## src/rtl/bcir_defs.vh

```
// Constants for the board command and information register group.
`ifndef BCIR_DEFS_VH
`define BCIR_DEFS_VH

`define BCIR_ADDR_W              32
`define BCIR_DATA_W              32
`define BCIR_REG_BOARD_COMMAND   32'h0000_0000
`define BCIR_REG_DRV_LIB_VER     32'h0000_04b0
`define BCIR_REG_KERNEL_VER      32'h0000_04ba
`define BCIR_REG_DRIVER_KIND     32'h0000_04c4
`define BCIR_REG_IRQ_LINE        32'h0000_08fc

`define BCIR_CMD_FULL_RESET      32'h0000_0000
`define BCIR_CMD_ENTER_LOW_POWER 32'h0000_001e
`define BCIR_CMD_RESET_VALUE     32'h0000_0000

`define BCIR_KIND_W              3
`define BCIR_KIND_UNIX_32        3'h1
`define BCIR_KIND_WIN_32         3'h4
`define BCIR_KIND_WIN_64         3'h5
`define BCIR_KIND_WIN_32_ON_64   3'h6
`define BCIR_KIND_UNIX_64        3'h7

`define BCIR_ZERO_DATA           32'h0000_0000

`define BCIR_RO_COUNT            4
`define BCIR_FLAG_OFF            1'h0
`define BCIR_FLAG_ON             1'h1

`endif

```

## src/rtl/bcir_board_regs.v

```verilog
// Board command and information register group with power state control.
`timescale 1ns/100ps
`default_nettype none
`include "bcir_defs.vh"

module bcir_board_regs (
    input  wire                      clk_i,
    input  wire                      reset_i,
    input  wire                      reg_write_i,
    input  wire                      reg_read_i,
    input  wire [`BCIR_ADDR_W-1:0]   reg_addr_i,
    input  wire [`BCIR_DATA_W-1:0]   reg_wdata_i,
    output reg  [`BCIR_DATA_W-1:0]   reg_rdata_o,
    output reg                       reg_rvalid_o,
    input  wire                      run_start_i,
    input  wire                      mem_filled_i,
    input  wire [`BCIR_DATA_W-1:0]   irq_line_i,
    input  wire [`BCIR_KIND_W-1:0]   driver_kind_i,
    input  wire [`BCIR_DATA_W-1:0]   drv_lib_version_i,
    input  wire [`BCIR_DATA_W-1:0]   kernel_version_i,
    output reg                       low_power_o,
    output reg                       mem_valid_o,
    output reg                       config_reset_o
);

    // Power state codes, one-hot; the default branch of the state machine
    // steers an illegal code back to normal operation.
    localparam [1:0] PWR_NORMAL = 2'h1;
    localparam [1:0] PWR_LOW    = 2'h2;

    // Compares an address against one register offset. The command register
    // and every read-only word share it, so all decoders match the same way.
    function bcir_addr_match;
        input [`BCIR_ADDR_W-1:0] addr;
        input [`BCIR_ADDR_W-1:0] target;
        begin
            bcir_addr_match = (addr == target);
        end
    endfunction

    reg  [`BCIR_DATA_W-1:0]                    board_command;
    reg  [1:0]                                 power_state;
    reg  [1:0]                                 next_power_state;
    reg                                        next_mem_valid;
    reg                                        next_low_power;
    reg                                        next_config_reset;
    reg                                        next_rvalid;
    reg  [`BCIR_DATA_W-1:0]                    next_rdata;

    wire [`BCIR_RO_COUNT*`BCIR_ADDR_W-1:0]     ro_addr_flat;
    wire [`BCIR_RO_COUNT*`BCIR_DATA_W-1:0]     ro_word_flat;
    wire [`BCIR_RO_COUNT-1:0]                  ro_hit;
    wire [(`BCIR_RO_COUNT+1)*`BCIR_DATA_W-1:0] ro_chain;
    wire [`BCIR_DATA_W-1:0]                    ro_data;
    wire [`BCIR_DATA_W-1:0]                    kind_word;

    wire                                       cmd_hit;
    wire                                       cmd_write;
    wire                                       do_reset;
    wire                                       do_sleep;
    wire                                       in_low_power;
    wire                                       fill_allowed;

    assign cmd_hit      = bcir_addr_match(reg_addr_i, `BCIR_REG_BOARD_COMMAND);
    assign cmd_write    = reg_write_i && cmd_hit;
    assign do_reset     = cmd_write && (reg_wdata_i == `BCIR_CMD_FULL_RESET);
    assign do_sleep     = cmd_write && (reg_wdata_i == `BCIR_CMD_ENTER_LOW_POWER);
    assign in_low_power = (power_state == PWR_LOW);
    assign fill_allowed = mem_filled_i && !in_low_power;

    // The driver kind is three bits wide; the upper bits of its word read zero.
    assign kind_word = {{(`BCIR_DATA_W-`BCIR_KIND_W){`BCIR_FLAG_OFF}}, driver_kind_i};

    // Read-only word table; index 0 sits in the lowest bits.
    assign ro_addr_flat = {`BCIR_REG_KERNEL_VER,
                           `BCIR_REG_DRV_LIB_VER,
                           `BCIR_REG_DRIVER_KIND,
                           `BCIR_REG_IRQ_LINE};
    assign ro_word_flat = {kernel_version_i,
                           drv_lib_version_i,
                           kind_word,
                           irq_line_i};

    assign ro_chain[`BCIR_DATA_W-1:0] = `BCIR_ZERO_DATA;

    // Each word gates itself onto an OR chain. The offsets are distinct, so at
    // most one word survives; an unmapped address leaves the chain at zero.
    genvar gi;
    generate
        for (gi = 0; gi < `BCIR_RO_COUNT; gi = gi + 1) begin : g_ro_word
            wire [`BCIR_DATA_W-1:0] gated_word;
            assign ro_hit[gi] = bcir_addr_match(reg_addr_i,
                                                ro_addr_flat[gi*`BCIR_ADDR_W +: `BCIR_ADDR_W]);
            assign gated_word = ro_word_flat[gi*`BCIR_DATA_W +: `BCIR_DATA_W] &
                                {`BCIR_DATA_W{ro_hit[gi]}};
            assign ro_chain[(gi+1)*`BCIR_DATA_W +: `BCIR_DATA_W] =
                ro_chain[gi*`BCIR_DATA_W +: `BCIR_DATA_W] | gated_word;
        end
    endgenerate

    assign ro_data = ro_chain[`BCIR_RO_COUNT*`BCIR_DATA_W +: `BCIR_DATA_W];

    // Next power state. A reset command wins, then a power-down command, then
    // a run start.
    always @* begin
        next_power_state = power_state;
        case (power_state)
            PWR_NORMAL: begin
                if (do_sleep) begin
                    next_power_state = PWR_LOW;
                end else begin
                    next_power_state = PWR_NORMAL;
                end
            end
            PWR_LOW: begin
                if (do_reset) begin
                    next_power_state = PWR_NORMAL;
                end else if (do_sleep) begin
                    next_power_state = PWR_LOW;
                end else if (run_start_i) begin
                    // A run start wakes the board; memory stays invalid until
                    // the sample loader outside marks fresh data.
                    next_power_state = PWR_NORMAL;
                end else begin
                    next_power_state = PWR_LOW;
                end
            end
            default: begin
                next_power_state = PWR_NORMAL;
            end
        endcase
    end

    // Sample memory validity. An invalidating command beats a fill flagged in
    // the same cycle, because the command destroys what the fill just marked.
    // Fills are ignored in the low-power state, where nothing in memory may be
    // read back or replayed.
    always @* begin
        next_mem_valid = mem_valid_o;
        if (do_reset) begin
            next_mem_valid = `BCIR_FLAG_OFF;
        end else if (do_sleep) begin
            next_mem_valid = `BCIR_FLAG_OFF;
        end else if (fill_allowed) begin
            next_mem_valid = `BCIR_FLAG_ON;
        end else begin
            next_mem_valid = mem_valid_o;
        end
    end

    always @* begin
        next_low_power    = `BCIR_FLAG_OFF;
        next_config_reset = `BCIR_FLAG_OFF;
        if (next_power_state == PWR_LOW) begin
            next_low_power = `BCIR_FLAG_ON;
        end
        if (do_reset) begin
            next_config_reset = `BCIR_FLAG_ON;
        end
    end

    always @(posedge clk_i or posedge reset_i) begin
        if (reset_i) begin
            power_state <= PWR_NORMAL;
        end else begin
            power_state <= next_power_state;
        end
    end

    always @(posedge clk_i or posedge reset_i) begin
        if (reset_i) begin
            low_power_o <= `BCIR_FLAG_OFF;
        end else begin
            low_power_o <= next_low_power;
        end
    end

    always @(posedge clk_i or posedge reset_i) begin
        if (reset_i) begin
            mem_valid_o <= `BCIR_FLAG_OFF;
        end else begin
            mem_valid_o <= next_mem_valid;
        end
    end

    always @(posedge clk_i or posedge reset_i) begin
        if (reset_i) begin
            config_reset_o <= `BCIR_FLAG_OFF;
        end else begin
            config_reset_o <= next_config_reset;
        end
    end

    // Any code written to the command register is kept for read-back; only
    // the two defined codes have side effects.
    always @(posedge clk_i or posedge reset_i) begin
        if (reset_i) begin
            board_command <= `BCIR_CMD_RESET_VALUE;
        end else if (cmd_write) begin
            board_command <= reg_wdata_i;
        end
    end

    always @* begin
        next_rdata  = `BCIR_ZERO_DATA;
        next_rvalid = reg_read_i;
        if (cmd_hit) begin
            next_rdata = board_command;
        end else begin
            next_rdata = ro_data;
        end
    end

    // Read data holds until the next read, so a slow host may still pick it
    // up after the valid pulse has gone.
    always @(posedge clk_i or posedge reset_i) begin
        if (reset_i) begin
            reg_rdata_o <= `BCIR_ZERO_DATA;
        end else if (reg_read_i) begin
            reg_rdata_o <= next_rdata;
        end
    end

    always @(posedge clk_i or posedge reset_i) begin
        if (reset_i) begin
            reg_rvalid_o <= `BCIR_FLAG_OFF;
        end else begin
            reg_rvalid_o <= next_rvalid;
        end
    end

endmodule // bcir_board_regs
`default_nettype wire

```

## config.mk

```make
export PLATFORM = sky130hd
export DESIGN_NAME = bcir_board_regs
export DESIGN_NICKNAME = d
export VERILOG_FILES = /design/src/rtl/bcir_board_regs.v
export VERILOG_INCLUDE_DIRS = /design/src /design/src/rtl
export SDC_FILE = /design/constraint.sdc
export NUM_CORES = 1
export LEC_CHECK = 0
export BUFFER_PORTS_ARGS = -buffer_cell sky130_fd_sc_hd__clkbuf_2
export CAP_MARGIN = 20
export CORE_UTILIZATION = 41
export CTS_BUF_LIST = sky130_fd_sc_hd__clkbuf_4 sky130_fd_sc_hd__clkbuf_8
export CTS_CLUSTER_SIZE = 10
export DETAILED_ROUTE_END_ITERATION = 12
export PLACE_DENSITY = 0.78
export SLEW_MARGIN = 20
export SYNTH_ARGS = -nofsm -noshare
export SYNTH_HDL_FRONTEND = slang
export SYNTH_SLANG_ARGS = --single-unit
```

## constraint.sdc

```tcl
create_clock -name clk_i -period 1.9 [get_ports clk_i]
set_input_delay 0.285 -clock clk_i [delete_from_list [all_inputs] [get_ports clk_i]]
set_output_delay 0.285 -clock clk_i [all_outputs]
set_load 0.03 [all_outputs]
```

Word level (Yosys, flattened, before mapping):

Cells that the tools add are included.
Widths: inputs -> output; s select.

* add/subtract/negate cells: 0
* $mul: 0
* divide/modulo/power cells: 0
* magnitude comparators: 0
* equality and inequality tests: 8
* shifts and indexed selects: 0
* mux-type cells: 11
* bitwise operators: 7
* reduce and logical (&&, ||, !) cells: 8

Operator list (number)
* $and 32x32->32: 3
* $eq 32x11->1 const B: 3
* $or 32x32->32: 3
* $logic_not 32->1: 2
* $and 3x32->32: 1
* $eq 32x12->1 const B: 1
* $eq 32x5->1 const B: 1
* $mux 32: 1
* $mux 2: 4
* $mux 1: 5
* $eq 2x2->1 const B: 2
* $logic_and 1x1->1: 4
* $pmux 2 s2: 1
* $reduce_bool 3->1: 1
* $eq 2x1->1 const B: 1
* $logic_not 1->1: 1

* register bits: 70
* bits in latches: 0
* memory bits (writable): 0
* ROM bits: 0
* bits of input ports: 169
* output and inout port bits: 36
* memories kept: 0

Longest topological paths before layout:

* depth after elaboration: 8
* mapped depth: 7
* depth with buffers taken out: 5

Worst setup path after synthesis:

Ideal clock, no wire load.

* path kind: input to register
* start: in reg_addr_i[7]
* end: reg board_command[10]
* library setup time: 0.125 ns
* arrival: 1.622 ns
* required time: 1.775 ns
* slack: 0.153 ns
* stages: 6
* path buffers: 2
* path through: nor4_1 > nand3_2 > nor4_4 > buf_6 > buf_6 > mux2_2

* cells in the longest elaborated chain, start to end: 2

RTL lines
* start, declared: RTL line bcir_board_regs.v:11 `` input wire [`BCIR_ADDR_W-1:0] reg_addr_i, ``
* $logic_not 32->1: RTL line bcir_board_regs.v:37 `bcir_addr_match = (addr == target);`
* $logic_and 1x1->1: RTL line bcir_board_regs.v:65 `assign cmd_write = reg_write_i && cmd_hit;`
* end signal, assigned: RTL line bcir_board_regs.v:198 `` board_command <= `BCIR_CMD_RESET_VALUE; ``
* end signal, assigned: RTL line bcir_board_regs.v:200 `board_command <= reg_wdata_i;`
* end, declared: RTL line bcir_board_regs.v:41 `` reg [`BCIR_DATA_W-1:0] board_command; ``

Every way passes these cells.
A chain may end at the register's enable or synchronous reset.

Worst setup path after layout:

* start: in reg_addr_i[18]
* end: reg low_power_o

* cells in the longest elaborated chain, start to end: 8
* elaborated cells between the ends (all ways): 10

RTL lines
* $logic_not 32->1 *: RTL line bcir_board_regs.v:37
* $logic_and 1x1->1 *: RTL line bcir_board_regs.v:65
* $logic_and 1x1->1: RTL line bcir_board_regs.v:67 `` assign do_sleep = cmd_write && (reg_wdata_i == `BCIR_CMD_ENTER_LOW_POWER); ``
* $mux 2: RTL line bcir_board_regs.v:118 `end else if (do_sleep) begin`
* $mux 2: RTL line bcir_board_regs.v:116 `if (do_reset) begin`
* $pmux 2 s2 *: RTL line bcir_board_regs.v:107 `case (power_state)`
* $eq 2x2->1 *: RTL line bcir_board_regs.v:154 `if (next_power_state == PWR_LOW) begin`
* $mux 1 *: RTL line bcir_board_regs.v:154
* named net next_low_power: RTL line bcir_board_regs.v:45 `reg next_low_power;`
* end signal, assigned: RTL line bcir_board_regs.v:172 `` low_power_o <= `BCIR_FLAG_OFF; ``
* end signal, assigned: RTL line bcir_board_regs.v:174 `low_power_o <= next_low_power;`
* end, declared: RTL line bcir_board_regs.v:21 `output reg low_power_o,`

Mark *: on every way through the listed nets, which the timed path passes. The rest lies on a longest branch.

==> flow_metrics.tcl <==
set metrics [dict create \
    setup_viol 0 \
    hold_slack_ns 0.01313 \
    routedWlPerCell_um 17.29 \
    required_ns 2.12 \
    wl_um 11120 \
    dp_cells 627 \
    start_kind "primary input" \
    syn_nets 495 \
    drc 0 \
    synth-seq-cells 70 \
    switching_share_pct 22.87 \
    startpoint "reg_addr_i[18]" \
    met3_length_um 790 \
    ys.flop_type "dfrtp_1" \
    grt.overflow.total 0 \
    crit_type "in -> reg" \
    met1Wirelength_um 4683 \
    synthCells 324 \
    ir_drop_mv 0.3803 \
    skew_ns 0.01220 \
    yosysTopAreaCellShare_pct 47.92 \
    p_comb_share_pct 9.7 \
    hp-class "in -> async" \
    grt_pass1_wl_um 17060 \
    ios 205 \
    yosysWarnings 0 \
    tns_ns 0 \
    cts_buffers 9 \
    final_cell_area_mm2 0.005036 \
    cts_tree "built" \
    place_hpwl_um 8521 \
    worstSetupEndpointType "register" \
    area_growth_pct 39.76 \
    fin_nets 704 \
    clk_path_buf_depth 2 \
    final_antenna_net_count 0 \
    clkPwrFrac_pct 43.0 \
    topRoutingLayerUsed "met4" \
    num_vias 3589 \
    yosysTopAreaCell "dfrtp_1" \
    met2RoutedLength_um 5474 \
    cts-root-buf "clkbuf_8" \
    p_leak_nw 2.751 \
    syn_avg_cell_area_um2 11.12 \
    grt_max_degree 43 \
    synth-async-reset-ratio_pct 100.0 \
    worst_pin_slew_ns 0.5499 \
    power_mw 3.169 \
    clk_pin_slew_worst_paths_ns 0.08 \
    n_antenna_cell 0 \
    cts_setup_buffers 0 \
    switching_power_uw 724.8 \
    powerDensity_mw_per_mm2 629.2 \
    setup_ws_ns 0.2756 \
    grt_setup_unrepaired "no" \
    antenna_found_initial 0 \
    drt_iter0_markers 143 \
    min_period_ns 1.624 \
    p_seq_share_pct 47.2 \
    port_buffers 204 \
    grt_usage_pct 24.74 \
    place_ws_ns -0.1013 \
    cts_repair_resize_count 0 \
    die_y_um 95.75 \
    r2r_start "power_state[0]" \
    grt_pass1_vias 3461 \
    insertion_delay_ns 0.34 \
    syn_area_mm2 0.003603 \
    coreArea_mm2 0.008341 \
    cts_hold_repair.buffers 0 \
    layout.cells.non_filler 643 \
    dr.pass1.iters 4 \
    final_layout_size_suffix_gt1_share_pct 52.60 \
    yosys.cell_count.top_type "dfrtp_1" \
    placed_area_mm2 0.004810 \
    die_x_um 95.75 \
    synth_area_leaders "dfrtp_1, a22oi_1, mux2_2" \
    die_area_mm2 0.009168 \
    internal_power_mw 2.444 \
    cap_violations 0 \
    start_util_pct 43.20 \
    gp_congestion 0.9388 \
    ys_top_cells_by_count "dfrtp_1, a22oi_1, nand2_1" \
    slew_headroom_pct 63.34 \
    cts.sinks 70 \
    rows 33 \
    arrival_ns 1.84 \
    fmax_mhz 615.6 \
    viasPerCell 5.582 \
    outcome "finished, final reports clean" \
    ys_types 41 \
    ys_seq_area_share_pct 48.65 \
    htreeDepth 3 \
    hold_viol 0 \
    path_max_fanout 38 \
    period_share_pct 85.49 \
    final_util_pct 60.38 \
    slew_violations 0 \
    synth-edff-count 0 \
]
-- final cells by class --
cell class / instances / area (um^2)
multi-input cells: 222 / 1694
clock buffers: 11 / 145.1
well taps: 105 / 131.4
flip-flops and latches: 70 / 1753
fillers: 760 / 3304
repair buffers: 223 / 1201
inverters: 7 / 30.03
clock inverters: 5 / 81.33
-- worst max-delay path, cell delays in order --
cell      delay, ns
clkbuf_2       0.09
nor4_1         0.26
nand4_1        0.21
nor4_4         0.31
buf_12         0.26
and3_1         0.29
o32ai_2        0.13
-- per-layer routing --
metal | GRT usage (%) | vias to the layer above
met3 | 5.134 | 21
met2 | 42.20 | 169
met5 | 0 | -
met4 | 7.587 | 0
met1 | 31.53 | 1723
li1 | - | 1676
-- sequential cells by signal, indices dropped and copies added (netlist names) --
register and cells:
board_command 32, reg_rdata_o 32, power_state 2, config_reset_o 1
low_power_o 1, mem_valid_o 1, reg_rvalid_o 1
-- power by group through the flow --
stage | Combinational [mW] | Sequential [mW] | Clock, mW
floorplan | 0.0678 | 1.53 | 0
global placement | 0.300 | 1.53 | 0
detailed placement | 0.307 | 1.53 | 0
CTS | 0.310 | 1.50 | 1.40
global route | 0.339 | 1.50 | 1.46
finish | 0.308 | 1.50 | 1.36
-- path summary, 6_finish.rpt --
path,slack [ns],end,cells after the start
setup / recovery,0.28,low_power_o,7
hold / removal,0.01,reg_rdata_o[18],3
setup reg to reg,0.44,low_power_o,4
hold reg to reg,0.51,reg_rdata_o[19],1
max in group asynchronous,1.42,power_state[0],3
min in group clk_i,0.17,reg_rvalid_o,1
-- cell families after synthesis --
group / synth area share (%)
adders and majority gates: 0.6943
DFF: 48.65
buffers and inverters: 4.653
muxes: 10.00
AOI/OAI and AO/OA: 23.89
and+or+nand+nor: 12.12
-- cells in the final DEF (no fill, tap or decap), types with 8 or more instances in the layout --
master    count
nor4_1       15
a22o_1       31
mux2_2       32
nand2_1      35
clkbuf_8     10
clkbuf_2    204
a22oi_1      60
dfrtp_1      69
nor2_1        8
buf_4        16
Note: power is estimated with default switching activity, not from simulation.
